[config.mk]
export PLATFORM = sky130hd
export DESIGN_NAME = apfm_monitor
export DESIGN_NICKNAME = d
export VERILOG_FILES = /design/src/inc/apfm_pkg.sv /design/src/rtl/apfm_monitor.sv
export VERILOG_INCLUDE_DIRS = /design/src /design/src/inc
export SDC_FILE = /design/constraint.sdc
export NUM_CORES = 1
export LEC_CHECK = 0
export ABC_CLOCK_PERIOD_IN_PS = 10900
export BUFFER_PORTS_ARGS = -buffer_cell sky130_fd_sc_hd__buf_2
export CAP_MARGIN = 20
export CORE_AREA = 2 2 204 206
export DETAILED_ROUTE_END_ITERATION = 7
export DIE_AREA = 0 0 206 208
export PLACE_DENSITY = 0.9
export SYNTH_ARGS = -nofsm -noshare
export SYNTH_HDL_FRONTEND = slang
export SYNTH_SLANG_ARGS = --single-unit
[constraint.sdc]
create_clock -name clk -period 10.9 [get_ports clk]
set_input_delay 0.545 -clock clk [delete_from_list [all_inputs] [get_ports clk]]
set_output_delay 0.545 -clock clk [all_outputs]
set_load 0.005 [all_outputs]
[src/inc/apfm_cfg.svh]
`ifndef APFM_CFG_SVH
`define APFM_CFG_SVH
`define APFM_NCH 4
`define APFM_CLK_HZ 20000000
`define APFM_WIN_MS 200
`define APFM_WIN_CYC ((`APFM_CLK_HZ / 1000) * `APFM_WIN_MS)
`define APFM_LCF_MS 800
`define APFM_LCF_CYC ((`APFM_CLK_HZ / 1000) * `APFM_LCF_MS)
`define APFM_LIM4_MS 10
`define APFM_LIM4_CYC ((`APFM_CLK_HZ / 1000) * `APFM_LIM4_MS)
`define APFM_ZC_WAIT_US 20
`define APFM_ZC_WAIT_CYC ((`APFM_CLK_HZ / 1000000) * `APFM_ZC_WAIT_US)
`define APFM_INIT_CYC 16
`define APFM_GAIN_MAX_STEPS 5'h18
`define APFM_PIN_FAULT 4'h0
`define APFM_PIN_WARN 4'h1
`define APFM_PIN_CLIP1 4'h2
`define APFM_PIN_CLIP2 4'h3
`define APFM_GP_HIZ 4'h0
`define APFM_GP_WARN 4'h1
`define APFM_GP_FAULT 4'h2
`define APFM_GP_CLIP1 4'h3
`define APFM_GP_CLIP2 4'h4
`define APFM_FCFG1_RST 8'h0f
`define APFM_FCFG2_RST 8'h00
`define APFM_WCFG_RST 8'h01
`define APFM_F_OVERCURRENT_SHUTDOWN_EVENT 0
`define APFM_F_DC 1
`define APFM_F_LCF 2
`define APFM_F_THERMAL_SHUTDOWN_EVENT 3
`define APFM_F_PWR 4
`define APFM_F_PSD 5
`define APFM_F_WARN 6
`define APFM_W_OTW 0
`define APFM_W_THERMAL_GAIN_REDUCTION 1
`define APFM_W_LCW 2
`define APFM_W_PWR 3
`define APFM_W_THERMAL_SHUTDOWN_EVENT 4
`define APFM_W_CLIP 5
`endif

[src/inc/apfm_pkg.sv]
package apfm_pkg;
  typedef enum logic [1:0] {APFM_OC_L1, APFM_OC_L2, APFM_OC_L3, APFM_OC_L4} apfm_oc_level_t;
  typedef enum logic [1:0] {APFM_CLIP_1P, APFM_CLIP_2P, APFM_CLIP_5P, APFM_CLIP_10P} apfm_clip_thr_t;
  typedef enum logic [1:0] {APFM_GRP_12, APFM_GRP_34, APFM_GRP_ALL, APFM_GRP_NONE} apfm_clip_map_t;
  typedef enum logic [1:0] {APFM_INIT, APFM_RUN} apfm_state_t;
endpackage

[src/rtl/apfm_monitor.sv]
// Behaviour
// - overcurrent trips event, limits current, channel shutdown
// - four overcurrent levels, each sets current limit
// - dc offset fault shuts channel down
// - limiter monitoring separate per channel
// - limiter half of 200 ms: load warning
// - load warning 800 ms unbroken: load fault
// - level four: limiter over 10 ms faults
// - clip warning when enabled, threshold selectable
// - two clip groups routable to pins
// - global overtemperature shuts all channels
// - channel overtemperature shuts that channel only
// - auto recovery restores after cooling
// - global warning level selectable, channel fixed
// - thermal warning drives warning signal by default
// - foldback attenuates 0.5 dB steps to 12 dB
// - release in same steps, rates programmable
// - steps gated by zero crossing, wait time
// - foldback warning while gain below 0 dB
// - supply faults shut down, report power event
// - error pin low until ready after reset
// - fault pin sources configurable, defaults set
// - pin select code chooses fault or warning
// - pin select leaves protection untouched
// - codes 0010/0011 output clip groups high
// - warning signal defaults to latched thermal warning
`timescale 1ns/1ps
`include "apfm_cfg.svh"
module apfm_monitor
  import apfm_pkg::*;
#(
  parameter int unsigned WIN_CYC = `APFM_WIN_CYC,
  parameter int unsigned LCF_CYC = `APFM_LCF_CYC,
  parameter int unsigned LIM4_CYC = `APFM_LIM4_CYC,
  parameter int unsigned INIT_CYC = `APFM_INIT_CYC
) (
  input wire logic clk,
  input wire logic reset_n,
  input wire logic [3:0] oc_detect,
  input wire logic [3:0] dc_detect,
  input wire logic [3:0] limit_active,
  input wire logic [3:0] clip_detect,
  input wire logic [3:0] ch_ot_shutdown,
  input wire logic [3:0] ch_ot_warning,
  input wire logic global_ot_shutdown,
  input wire logic global_ot_warning,
  input wire logic supply_fault,
  input wire logic zero_cross,
  input wire logic [1:0] oc_level,
  input wire logic [1:0] global_warn_level,
  input wire logic clip_enable,
  input wire logic [1:0] clip_threshold,
  input wire logic [1:0] clip_map_grp1,
  input wire logic [1:0] clip_map_grp2,
  input wire logic auto_recover,
  input wire logic foldback_enable,
  input wire logic zc_enable,
  input wire logic [7:0] zc_wait_cyc,
  input wire logic [15:0] attack_cyc,
  input wire logic [15:0] release_cyc,
  input wire logic [7:0] fault_cfg1,
  input wire logic [7:0] fault_cfg2,
  input wire logic [7:0] warn_cfg,
  input wire logic [3:0] fault_pin_sel,
  input wire logic [3:0] gpio_a_sel,
  input wire logic [3:0] gpio_b_sel,
  input wire logic [3:0] clear_overcurrent_shutdown_event,
  input wire logic [3:0] clear_dc,
  input wire logic [3:0] clear_lcf,
  input wire logic [3:0] clear_lcw,
  input wire logic [3:0] clear_clip,
  input wire logic [3:0] clear_thermal_shutdown_event,
  input wire logic clear_power,
  input wire logic clear_otw,
  output logic [3:0] dynamic_current_limit_en,
  output logic [1:0] shutdown_current_threshold,
  output logic [1:0] dynamic_current_limit,
  output logic [1:0] dc_offset_threshold,
  output logic [1:0] clip_level,
  output logic [1:0] global_warn_threshold,
  output logic [3:0] channel_hiz,
  output logic [3:0] overcurrent_shutdown_event,
  output logic [3:0] dc_fault_event,
  output logic [3:0] load_warning_event,
  output logic [3:0] load_fault_event,
  output logic [3:0] clip_warning_event,
  output logic [3:0] thermal_shutdown_event,
  output logic [3:0] thermal_warning_event,
  output logic global_thermal_warning_event,
  output logic power_fault_event,
  output logic thermal_gain_reduction,
  output logic [4:0] atten_steps,
  output logic fault_signal,
  output logic warning_signal,
  output logic [1:0] clip_group,
  output logic ready,
  output logic fault_pin_o,
  output logic fault_pin_oe,
  output logic general_pin_a_o,
  output logic general_pin_a_oe,
  output logic general_pin_b_o,
  output logic general_pin_b_oe
);

  function automatic logic [3:0] sync3(input logic [3:0] s2, input logic [3:0] s3, input logic [3:0] prev);
    sync3 = (s2 == s3) ? s3 : prev;
  endfunction

  function automatic logic grp_sel(input logic [1:0] m, input logic [3:0] c);
    case (m)
      2'h0: grp_sel = c[0] | c[1];
      2'h1: grp_sel = c[2] | c[3];
      2'h2: grp_sel = |c;
      default: grp_sel = 1'b0;
    endcase
  endfunction

  // three-stage input capture, change accepted when stages two and three agree
  logic [3:0] oc_s1, oc_s2, oc_s3, oc_q;
  logic [3:0] dc_s1, dc_s2, dc_s3, dc_q;
  logic [3:0] lim_s1, lim_s2, lim_s3, lim_q;
  logic [3:0] clp_s1, clp_s2, clp_s3, clp_q;
  logic [3:0] cts_s1, cts_s2, cts_s3, cts_q;
  logic [3:0] ctw_s1, ctw_s2, ctw_s3, ctw_q;
  logic [3:0] glb_s1, glb_s2, glb_s3, glb_q;
  logic [3:0] glb_in;
  assign glb_in = {zero_cross, supply_fault, global_ot_warning, global_ot_shutdown};

  always_ff @(posedge clk) begin
    if (!reset_n) begin
      {oc_s1, oc_s2, oc_s3, oc_q} <= 16'h0000;
      {dc_s1, dc_s2, dc_s3, dc_q} <= 16'h0000;
      {lim_s1, lim_s2, lim_s3, lim_q} <= 16'h0000;
      {clp_s1, clp_s2, clp_s3, clp_q} <= 16'h0000;
      {cts_s1, cts_s2, cts_s3, cts_q} <= 16'h0000;
      {ctw_s1, ctw_s2, ctw_s3, ctw_q} <= 16'h0000;
      {glb_s1, glb_s2, glb_s3, glb_q} <= 16'h0000;
    end else begin
      oc_s1 <= oc_detect; oc_s2 <= oc_s1; oc_s3 <= oc_s2; oc_q <= sync3(oc_s2, oc_s3, oc_q);
      dc_s1 <= dc_detect; dc_s2 <= dc_s1; dc_s3 <= dc_s2; dc_q <= sync3(dc_s2, dc_s3, dc_q);
      lim_s1 <= limit_active; lim_s2 <= lim_s1; lim_s3 <= lim_s2; lim_q <= sync3(lim_s2, lim_s3, lim_q);
      clp_s1 <= clip_detect; clp_s2 <= clp_s1; clp_s3 <= clp_s2; clp_q <= sync3(clp_s2, clp_s3, clp_q);
      cts_s1 <= ch_ot_shutdown; cts_s2 <= cts_s1; cts_s3 <= cts_s2; cts_q <= sync3(cts_s2, cts_s3, cts_q);
      ctw_s1 <= ch_ot_warning; ctw_s2 <= ctw_s1; ctw_s3 <= ctw_s2; ctw_q <= sync3(ctw_s2, ctw_s3, ctw_q);
      glb_s1 <= glb_in; glb_s2 <= glb_s1; glb_s3 <= glb_s2; glb_q <= sync3(glb_s2, glb_s3, glb_q);
    end
  end

  logic g_thermal_shutdown_event, g_otw, pwr_q, zc_q;
  assign g_thermal_shutdown_event = glb_q[0];
  assign g_otw = glb_q[1];
  assign pwr_q = glb_q[2];
  assign zc_q = glb_q[3];

  // init sequence: error pin held low until ready
  apfm_state_t state;
  logic [4:0] init_cnt;
  always_ff @(posedge clk) begin
    if (!reset_n) begin
      state <= APFM_INIT;
      init_cnt <= 5'h00;
    end else begin
      case (state)
        APFM_INIT: begin
          init_cnt <= init_cnt + 5'h01;
          if (init_cnt == 5'(INIT_CYC - 1)) state <= APFM_RUN;
        end
        APFM_RUN: state <= APFM_RUN;
        default: state <= APFM_INIT;
      endcase
    end
  end
  assign ready = (state == APFM_RUN);

  // configuration passthrough to analog, dc offset threshold fixed at 0
  always_ff @(posedge clk) begin
    if (!reset_n) begin
      shutdown_current_threshold <= 2'h0;
      dynamic_current_limit <= 2'h0;
      dc_offset_threshold <= 2'h0;
      clip_level <= 2'h0;
      global_warn_threshold <= 2'h0;
    end else begin
      shutdown_current_threshold <= oc_level;
      dynamic_current_limit <= oc_level;
      dc_offset_threshold <= 2'h0;
      clip_level <= clip_threshold;
      global_warn_threshold <= global_warn_level;
    end
  end

  // per-channel limiter monitoring
  logic [23:0] win_cnt;
  logic [23:0] lim_cnt [4];
  logic [24:0] lcw_cnt [4];
  logic [17:0] run_cnt [4];
  logic [3:0] lcw_now, lcf_set;
  logic win_end;
  assign win_end = (win_cnt == 24'(WIN_CYC - 1));

  always_ff @(posedge clk) begin
    if (!reset_n) win_cnt <= 24'h000000;
    else win_cnt <= win_end ? 24'h000000 : win_cnt + 24'h000001;
  end

  for (genvar i = 0; i < 4; i++) begin : g_ch
    always_ff @(posedge clk) begin
      if (!reset_n) begin
        lim_cnt[i] <= 24'h000000;
        lcw_now[i] <= 1'b0;
      end else if (win_end) begin
        lcw_now[i] <= ((lim_cnt[i] + {23'h0, lim_q[i]}) >= 24'(WIN_CYC / 2));
        lim_cnt[i] <= 24'h000000;
      end else begin
        lim_cnt[i] <= lim_cnt[i] + {23'h0, lim_q[i]};
      end
    end
    always_ff @(posedge clk) begin
      if (!reset_n) lcw_cnt[i] <= 25'h0000000;
      else if (!lcw_now[i]) lcw_cnt[i] <= 25'h0000000;
      else if (lcw_cnt[i] != 25'(LCF_CYC)) lcw_cnt[i] <= lcw_cnt[i] + 25'h0000001;
    end
    always_ff @(posedge clk) begin
      if (!reset_n) run_cnt[i] <= 18'h00000;
      else if (!lim_q[i]) run_cnt[i] <= 18'h00000;
      else if (run_cnt[i] != 18'(LIM4_CYC + 1)) run_cnt[i] <= run_cnt[i] + 18'h00001;
    end
    assign lcf_set[i] = (lcw_cnt[i] == 25'(LCF_CYC - 1))
      || (oc_level == 2'(APFM_OC_L4) && run_cnt[i] == 18'(LIM4_CYC));
  end

  // latched event flags, set wins over clear
  logic [3:0] ch_thermal_shutdown_event_any;
  assign ch_thermal_shutdown_event_any = cts_q | {4{g_thermal_shutdown_event}};
  always_ff @(posedge clk) begin
    if (!reset_n) begin
      overcurrent_shutdown_event <= 4'h0;
      dc_fault_event <= 4'h0;
      load_warning_event <= 4'h0;
      load_fault_event <= 4'h0;
      clip_warning_event <= 4'h0;
      thermal_shutdown_event <= 4'h0;
      thermal_warning_event <= 4'h0;
      global_thermal_warning_event <= 1'b0;
      power_fault_event <= 1'b0;
    end else begin
      overcurrent_shutdown_event <= (overcurrent_shutdown_event & ~clear_overcurrent_shutdown_event) | oc_q;
      dc_fault_event <= (dc_fault_event & ~clear_dc) | (dc_q & ~channel_hiz);
      load_warning_event <= (load_warning_event & ~clear_lcw) | (lcw_now & {4{win_end}});
      load_fault_event <= (load_fault_event & ~clear_lcf) | lcf_set;
      clip_warning_event <= (clip_warning_event & ~clear_clip) | (clp_q & {4{clip_enable}});
      thermal_shutdown_event <= (thermal_shutdown_event & ~clear_thermal_shutdown_event) | ch_thermal_shutdown_event_any;
      thermal_warning_event <= (thermal_warning_event & ~{4{clear_otw}}) | ctw_q;
      global_thermal_warning_event <= (global_thermal_warning_event & ~clear_otw) | g_otw;
      power_fault_event <= (power_fault_event & ~clear_power) | pwr_q;
    end
  end

  // protective shutdown per channel
  logic [3:0] latched_sd, thermal_sd;
  assign latched_sd = overcurrent_shutdown_event | dc_fault_event | load_fault_event;
  assign thermal_sd = auto_recover ? ch_thermal_shutdown_event_any : thermal_shutdown_event;
  always_ff @(posedge clk) begin
    if (!reset_n) channel_hiz <= 4'hf;
    else channel_hiz <= latched_sd | thermal_sd | {4{pwr_q}} | oc_q;
  end
  always_ff @(posedge clk) begin
    if (!reset_n) dynamic_current_limit_en <= 4'h0;
    else dynamic_current_limit_en <= ~channel_hiz;
  end

  // thermal gain foldback
  logic any_warn;
  logic [15:0] rate_cnt;
  logic [7:0] zc_cnt;
  logic step_due, zc_ok, want_down, want_up;
  assign any_warn = g_otw | (|ctw_q);
  assign want_down = foldback_enable && any_warn && atten_steps != `APFM_GAIN_MAX_STEPS;
  assign want_up = !(foldback_enable && any_warn) && atten_steps != 5'h00;
  assign step_due = rate_cnt >= (want_down ? attack_cyc : release_cyc);
  assign zc_ok = !zc_enable || (zc_cnt >= zc_wait_cyc);

  always_ff @(posedge clk) begin
    if (!reset_n) rate_cnt <= 16'h0000;
    else if (!(want_down || want_up) || (step_due && zc_ok)) rate_cnt <= 16'h0000;
    else if (!step_due) rate_cnt <= rate_cnt + 16'h0001;
  end
  always_ff @(posedge clk) begin
    if (!reset_n) zc_cnt <= 8'h00;
    else if (!zc_q) zc_cnt <= 8'h00;
    else if (zc_cnt != 8'hff) zc_cnt <= zc_cnt + 8'h01;
  end
  always_ff @(posedge clk) begin
    if (!reset_n) atten_steps <= 5'h00;
    else if (step_due && zc_ok && want_down) atten_steps <= atten_steps + 5'h01;
    else if (step_due && zc_ok && want_up) atten_steps <= atten_steps - 5'h01;
  end
  always_ff @(posedge clk) begin
    if (!reset_n) thermal_gain_reduction <= 1'b0;
    else thermal_gain_reduction <= (atten_steps != 5'h00);
  end

  // fault, warning and clip signals
  logic [7:0] fsrc, wsrc;
  always_comb begin
    fsrc = 8'h00;
    fsrc[`APFM_F_OVERCURRENT_SHUTDOWN_EVENT] = |overcurrent_shutdown_event;
    fsrc[`APFM_F_DC] = |dc_fault_event;
    fsrc[`APFM_F_LCF] = |load_fault_event;
    fsrc[`APFM_F_THERMAL_SHUTDOWN_EVENT] = |thermal_shutdown_event;
    fsrc[`APFM_F_PWR] = power_fault_event;
    fsrc[`APFM_F_PSD] = |channel_hiz;
    fsrc[`APFM_F_WARN] = warning_signal;
    wsrc = 8'h00;
    wsrc[`APFM_W_OTW] = global_thermal_warning_event | (|thermal_warning_event);
    wsrc[`APFM_W_THERMAL_GAIN_REDUCTION] = thermal_gain_reduction;
    wsrc[`APFM_W_LCW] = |load_warning_event;
    wsrc[`APFM_W_PWR] = power_fault_event;
    wsrc[`APFM_W_THERMAL_SHUTDOWN_EVENT] = |thermal_shutdown_event;
    wsrc[`APFM_W_CLIP] = |clip_warning_event;
  end

  always_ff @(posedge clk) begin
    if (!reset_n) begin
      fault_signal <= 1'b0;
      warning_signal <= 1'b0;
      clip_group <= 2'h0;
    end else begin
      fault_signal <= |(fsrc & (fault_cfg1 | fault_cfg2));
      warning_signal <= |(wsrc & warn_cfg);
      clip_group <= {grp_sel(clip_map_grp2, clip_warning_event), grp_sel(clip_map_grp1, clip_warning_event)};
    end
  end

  // pin muxes only read signals, protection untouched
  always_comb begin
    fault_pin_o = 1'b0;
    fault_pin_oe = 1'b1;
    if (ready) begin
      case (fault_pin_sel)
        `APFM_PIN_FAULT: fault_pin_oe = fault_signal;
        `APFM_PIN_WARN: fault_pin_oe = warning_signal;
        `APFM_PIN_CLIP1: fault_pin_o = clip_group[0];
        `APFM_PIN_CLIP2: fault_pin_o = clip_group[1];
        default: fault_pin_oe = fault_signal;
      endcase
    end
  end

  // gpio pins, result is {oe, o}
  function automatic logic [1:0] gp_mux(input logic [3:0] s, input logic w, input logic f, input logic [1:0] g);
    case (s)
      `APFM_GP_WARN: gp_mux = {w, 1'b0};
      `APFM_GP_FAULT: gp_mux = {f, 1'b0};
      `APFM_GP_CLIP1: gp_mux = {1'b1, g[0]};
      `APFM_GP_CLIP2: gp_mux = {1'b1, g[1]};
      default: gp_mux = 2'h0;
    endcase
  endfunction
  assign {general_pin_a_oe, general_pin_a_o} = gp_mux(gpio_a_sel, warning_signal, fault_signal, clip_group);
  assign {general_pin_b_oe, general_pin_b_o} = gp_mux(gpio_b_sel, warning_signal, fault_signal, clip_group);

endmodule

## After elaboration in Yosys (flattened, before gate mapping)

Memories as Yosys holds them, arrays and structs flattened.
Index checks and enable logic that the tools add are counted.
Widths: inputs -> output; s select.

- $add $sub $neg: 18
- $mul: 0
- Div/mod/pow operators: 0
- Magnitude comparators: 6
- Eq/ne operators: 45
- Shift-type cells: 0
- Multiplexer cells: 101
- Bitwise gates (word level): 69
- Reduce and logical (&&, ||, !) cells: 40

Operators by type and width:

| operator | number |
|---|---|
| $mux 25 | 8 |
| $mux 24 | 8 |
| $mux 18 | 8 |
| $add 25x1->25 const B | 4 |
| $eq 25x24->1 const B | 4 |
| $ne 25x24->1 const B | 4 |
| $add 24x1->24 | 4 |
| $ge 24x21->1 const B | 4 |
| $add 18x1->18 const B | 4 |
| $eq 18x18->1 const B | 4 |
| $ne 18x18->1 const B | 4 |
| $mux 1 | 65 |
| $or 4x4->4 | 13 |
| $and 4x4->4 | 10 |
| $reduce_or 4->1 | 9 |
| $not 4->4 | 8 |
| $or 1x1->1 | 30 |
| $eq 4x4->1 | 7 |
| $add 24x1->24 const B | 1 |
| $eq 24x22->1 const B | 1 |
| $eq 4x2->1 const B | 6 |
| $add 16x1->16 const B | 1 |
| $ge 16x16->1 | 1 |
| $mux 16 | 1 |
| other kinds (33) | 70 |

- Flip-flop bits (word level): 225
- Latch bits: 0
- Memory bits (writable): 268
- Bits in read-only memories: 0
- Input port bits: 146
- Output and inout bits: 65
- Logic and storage cells: 338
- Memories kept: 3

Memory list:

| name | depth | bits a word | read ports | clocked after memory_dff | write ports | RTL line | RTL |
|---|---|---|---|---|---|---|---|
| lcw_cnt | 4 | 25 | 4 | 0 | 4 | apfm_monitor.sv:195 | `logic [24:0] lcw_cnt [4];` |
| lim_cnt | 4 | 24 | 4 | 0 | 4 | apfm_monitor.sv:194 | `logic [23:0] lim_cnt [4];` |
| run_cnt | 4 | 18 | 4 | 0 | 4 | apfm_monitor.sv:196 | `logic [17:0] run_cnt [4];` |

## Longest topological paths before layout

- Depth in word-level cells: 10
- Gate-level depth with buffers: 21
- Depth with buffers taken out: 18

## Worst setup path after synthesis

Ideal clock, no wire load.

- Kind: reg-to-reg
- Start point: register glb_q[1]
- End point: register atten_steps[4]
- Library setup time: 0.070 ns
- Arrival time: 4.468 ns
- Required time: 10.830 ns
- Setup slack: 6.361 ns
- Cell stages (with the launch flop): 22
- Path buffers: 3
- Period minus slack after synthesis: 4.539 ns
- Path through: dfxtp_1 -> or4_1 -> o21ai_1 -> a21oi_1 -> buf_2 -> buf_1 -> mux2i_1 -> ha_1 -> a21o_1 -> a21o_1 -> a21oi_1 -> o31ai_1 -> a21oi_1 -> clkbuf_1 -> nor2_1 -> nand2_1 -> ha_1 -> a21o_1 -> a21oi_1 -> xnor2_1 -> or4_1 -> a21oi_1

- Longest elaborated chain between the ends: 8
- Elaborated cells on any way between the ends: 12
- Classes of those cells: order compare (1); mux (2); bitwise (1); reduce/logical (8)

RTL lines:

| element | RTL line | RTL |
|---|---|---|
| start, declared | apfm_monitor.sv:125 | `logic [3:0] glb_s1, glb_s2, glb_s3, glb_q;` |
| start signal, assigned | apfm_monitor.sv:145 | `glb_s1 <= glb_in; glb_s2 <= glb_s1; glb_s3 <= glb_s2; glb_q <= sync3(glb_s2, glb_s3, glb_q);` |
| $or 1x1->1 (*) | apfm_monitor.sv:277 | `assign any_warn = g_otw \| (\|ctw_q);` |
| $logic_and 1x1->1 (*) | apfm_monitor.sv:278, apfm_monitor.sv:279 |  |
| $logic_and 1x1->1 (no source line) | -- |  |
| $mux 16 | apfm_monitor.sv:280 | `assign step_due = rate_cnt >= (want_down ? attack_cyc : release_cyc);` |
| $ge 16x16->1 | apfm_monitor.sv:280 |  |
| $logic_and 1x1->1 | apfm_monitor.sv:295, apfm_monitor.sv:296 |  |
| $logic_and 1x1->1, on equally long branches | apfm_monitor.sv:295, apfm_monitor.sv:296 |  |
| $mux 5 or $reduce_bool 2->1 (tied branches) | -- |  |
| end signal, assigned | apfm_monitor.sv:295 | `else if (step_due && zc_ok && want_down) atten_steps <= atten_steps + 5'h01;` |
| end signal, assigned | apfm_monitor.sv:296 | `else if (step_due && zc_ok && want_up) atten_steps <= atten_steps - 5'h01;` |
| end, declared | apfm_monitor.sv:92 | `output logic [4:0] atten_steps,` |

Mark *: on every way between the ends. The rest lies on a longest branch, timed or not.
A chain may end at the register's enable or synchronous reset.

## Worst setup path in the final report

Ends and elaborated chain as after synthesis.

==> flow_summary_export.csv <==
group,metric,value,unit
outcome,status,"finished, final reports clean",
floorplanning,die_x,206,um
sta,finalSetupTns,0,ps
floorplanning,die_area,42800,um2
clock_tree,cts-root-buf,"clkbuf_16",
floorplanning,coreArea,40600,um2
place,portBuffers,204,
power,power,3.90,mW
sta,fin_crit,5490,ps
routing,drtPass1Iterations,7,
power,p_sw,0.851,mW
clock_tree,holdBufCountCts,0,
clock_tree,post_cts_resize_count,0,
run,maxCapViolations,0,
place,place_area,25900,um2
min_path,hold_depth,2,
routing,avgRoutedWirePerCell,16.5,um
worst_setup_path,cp_max_fo,18,
power,comb_power_share,4.5,%
place,place.detailed.hpwl,37200,um
synth,ys.flop_type,"edfxtp_1",
synth,ys_ff_latch,492,
clock_tree,htreeDepth,2,
global_routing,grt-ovfl-total,0,
clock_tree,postCtsSetupRepairBufs,0,
synth,syn_inst,2429,
clock_tree,cts.sinks,492,
clock_tree,clock_path_buffers,3,
routing,route.detailed.drc,0,
clock_tree,clk_latency,590,ps
clock_tree,path_clk_slew,60,ps
clock_tree,cts_buffers,48,
routing,drt_iter0_drc,1425,
synth,yosysSeqAreaShare,51.8,%
global_routing,antenna_found_initial,7,
sta,layout_worst_path_cycle_share,50.4,%
floorplanning,start_util,59.6,%
sta,drv_slew,0,
power,p_leak,10.5,nW
power,switching_share,21.8,%
sta,slew_headroom,34.3,%
routing,wirelength,54100,um
clock_tree,cts_tree,"yes",
floorplanning,rows,74,
final_layout,drive_above_1_share,11.8,%
routing,antenna_left,0,
final_layout,area_delta_synth_final,14.5,%
power,power.density,141,nW/um2
synth,synth-edff-count,268,
synth,yosysUniqueCellTypes,74,
power,seq_power_share,52.1,%
floorplanning,io_pins,211,
worst_setup_path,rrSetupSlack,5410,ps
sta,tightest_slew,982,ps
final_layout,final_area,27700,um2
global_routing,grt_max_degree,110,
sta,finalClockSkew,15.1,ps
sta,rsz0062_at_grt,"false",
global_routing,grt_usage,25.0,%
worst_setup_path,critPathKind,"flop to flop",
synth,ys_async_sr_fraction,0,%
power,peakVddDrop,0.000109,V
routing,via_count,18700,
synth,yosys_warnings,0,
sta,final-setup-viol-count,0,
worst_setup_path,cp_data_required_time,11410,ps
worst_setup_path,cp-end-kind,"flop",
global_routing,grt_pass1_wl,87900,um
synth,syn-cell-area,24200,um2
sta,fmax,0.182,GHz
final_layout,final_nets,2920,
place,place_congestion,0.861,
worst_setup_path,cp.arrival,6000,ps
worst_setup_path,start_kind,"flop",
global_routing,first_global_vias,18300,
routing,vias_per_cell,5.67,
power,p_clk_share,43.4,%
sta,finalHoldViolations,0,
synth,synth.avg_cell_area,9.95,um2
worst_setup_path,reg2reg_depth,20,
power,internal_power,3.05,mW
min_path,hp-class,"input pin to flop",
floorplanning,fp.dieH,208,um
-- stage by stage --
step | hold WS [ps] | util, % | setup WS [ps] | cells
after floorplan | 412 | - | 6360 | 2525
after global routing | 152 | 68.3 | 5160 | 3291
after global placement | 417 | 64.0 | 5850 | 3189
after detailed placement | 423 | 64.0 | 5550 | 3189
final | 177 | 68.3 | 5410 | 3291
after CTS | 151 | 68.0 | 5470 | 3278
-- cell families after synthesis --
kind of cell | count (synthesis) | synth area share, %
AOI/OAI and AO/OA | 191 | 4.90
xor gates and xnor gates | 309 | 11.2
adders and majority gates | 61 | 3.19
buffers and inverters | 158 | 2.69
DFF | 492 | 51.8
muxes | 50 | 2.08
other | 2 | 0.0311
and+or+nand+nor | 1166 | 24.1
-- registers in the layout, summed over array words and instances (netlist names), 5 cells and up --
register and cells:
zc_cnt 8, rate_cnt 16, atten_steps 5, lcw_cnt 100
init_cnt 5, win_cnt 24, lim_cnt 96, run_cnt 72
-- placed cells by master (no fill, tap or decap), types with 8 or more instances in the layout --
master and instances:
a21o_1 9, inv_1 78, or3_1 18, clkinv_2 13, conb_1 98, dfxtp_1 224, clkbuf_16 53, and2_1 107
nor4_1 42, mux2i_1 49, nor2b_1 11, a21oi_1 70, nand4_1 87, or4_1 14, buf_2 203, nand3_1 118
ha_1 60, o21ai_0 40, nand2b_1 29, nand2_1 144, a211oi_1 10, xnor2_1 162, nor2_1 455, a31oi_1 9
clkbuf_8 8, nor3_1 30, o211ai_1 8, buf_4 9, xor2_1 147, nand4b_1 8, and4_1 20, edfxtp_1 268
and3_1 45
-- worst max-delay path, stage by stage (launching register included) --
cell and delay [ps]:
dfxtp_1 320, or4_1 550, o21ai_1 280, a21oi_2 50, buf_4 240, mux2_2 320
ha_1 270, nand2b_1 150, a21o_1 170, a211oi_1 240, o31ai_1 120, buf_4 190
a21oi_1 720, nor2_1 200, nand2_1 230, ha_1 310, a21o_1 200, a21oi_1 210
xnor2_1 120, or4_1 400, a21oi_1 140
-- layer usage --
| layer | track usage [%] | share of wire (%) |
|---|---|---|
| met1 | 30.6 | 40 |
| met2 | 43.0 | 50 |
| met3 | 5.29 | 6.6 |
| met4 | 10.1 | 3.1 |
| met5 | 0 | 0 |
-- worst paths after layout --
path | from | to
max | glb_q[1]$_SDFFE_PN0N_ | atten_steps[4]$_SDFFE_PN0P_
min | ch_ot_warning[3] | ctw_s1[3]$_SDFF_PN0_
max reg2reg | glb_q[1]$_SDFFE_PN0N_ | atten_steps[4]$_SDFFE_PN0P_
min reg2reg | dc_s1[2]$_SDFF_PN0_ | dc_s2[2]$_SDFF_PN0_
-- synth_stat cells, drive strengths merged (49+ instances only) --
master	count	area, um2
and2	107	669
dfxtp	224	4480
ha	60	751
a21oi	71	355
nand3	119	608
nor2	456	1710
nand4	89	569
mux2i	49	490
xnor2	162	1420
xor2	147	1290
edfxtp	268	8050
nand2	144	541
inv	79	297
-- final cells by class --
cell class              instances  area [um2]
fillers                      2799       12900
flip-flops and latches        492       12500
multi-input cells            1875       11400
clock buffers                  64        1450
repair buffers                217        1180
well taps                     532         666
inverters                      79         297
clock inverters                25         184
diodes                          7        17.5
-- power by group through the flow --
stage	sequential (mW)	clock [mW]	combinational [mW]
finish	2.03	1.70	0.175
global route	2.04	1.79	0.194
floorplan	2.06	0	0.116
global placement	2.07	0	0.161
CTS	2.03	1.71	0.172
detailed placement	2.07	0	0.169
(Power assumes the default switching activity.)
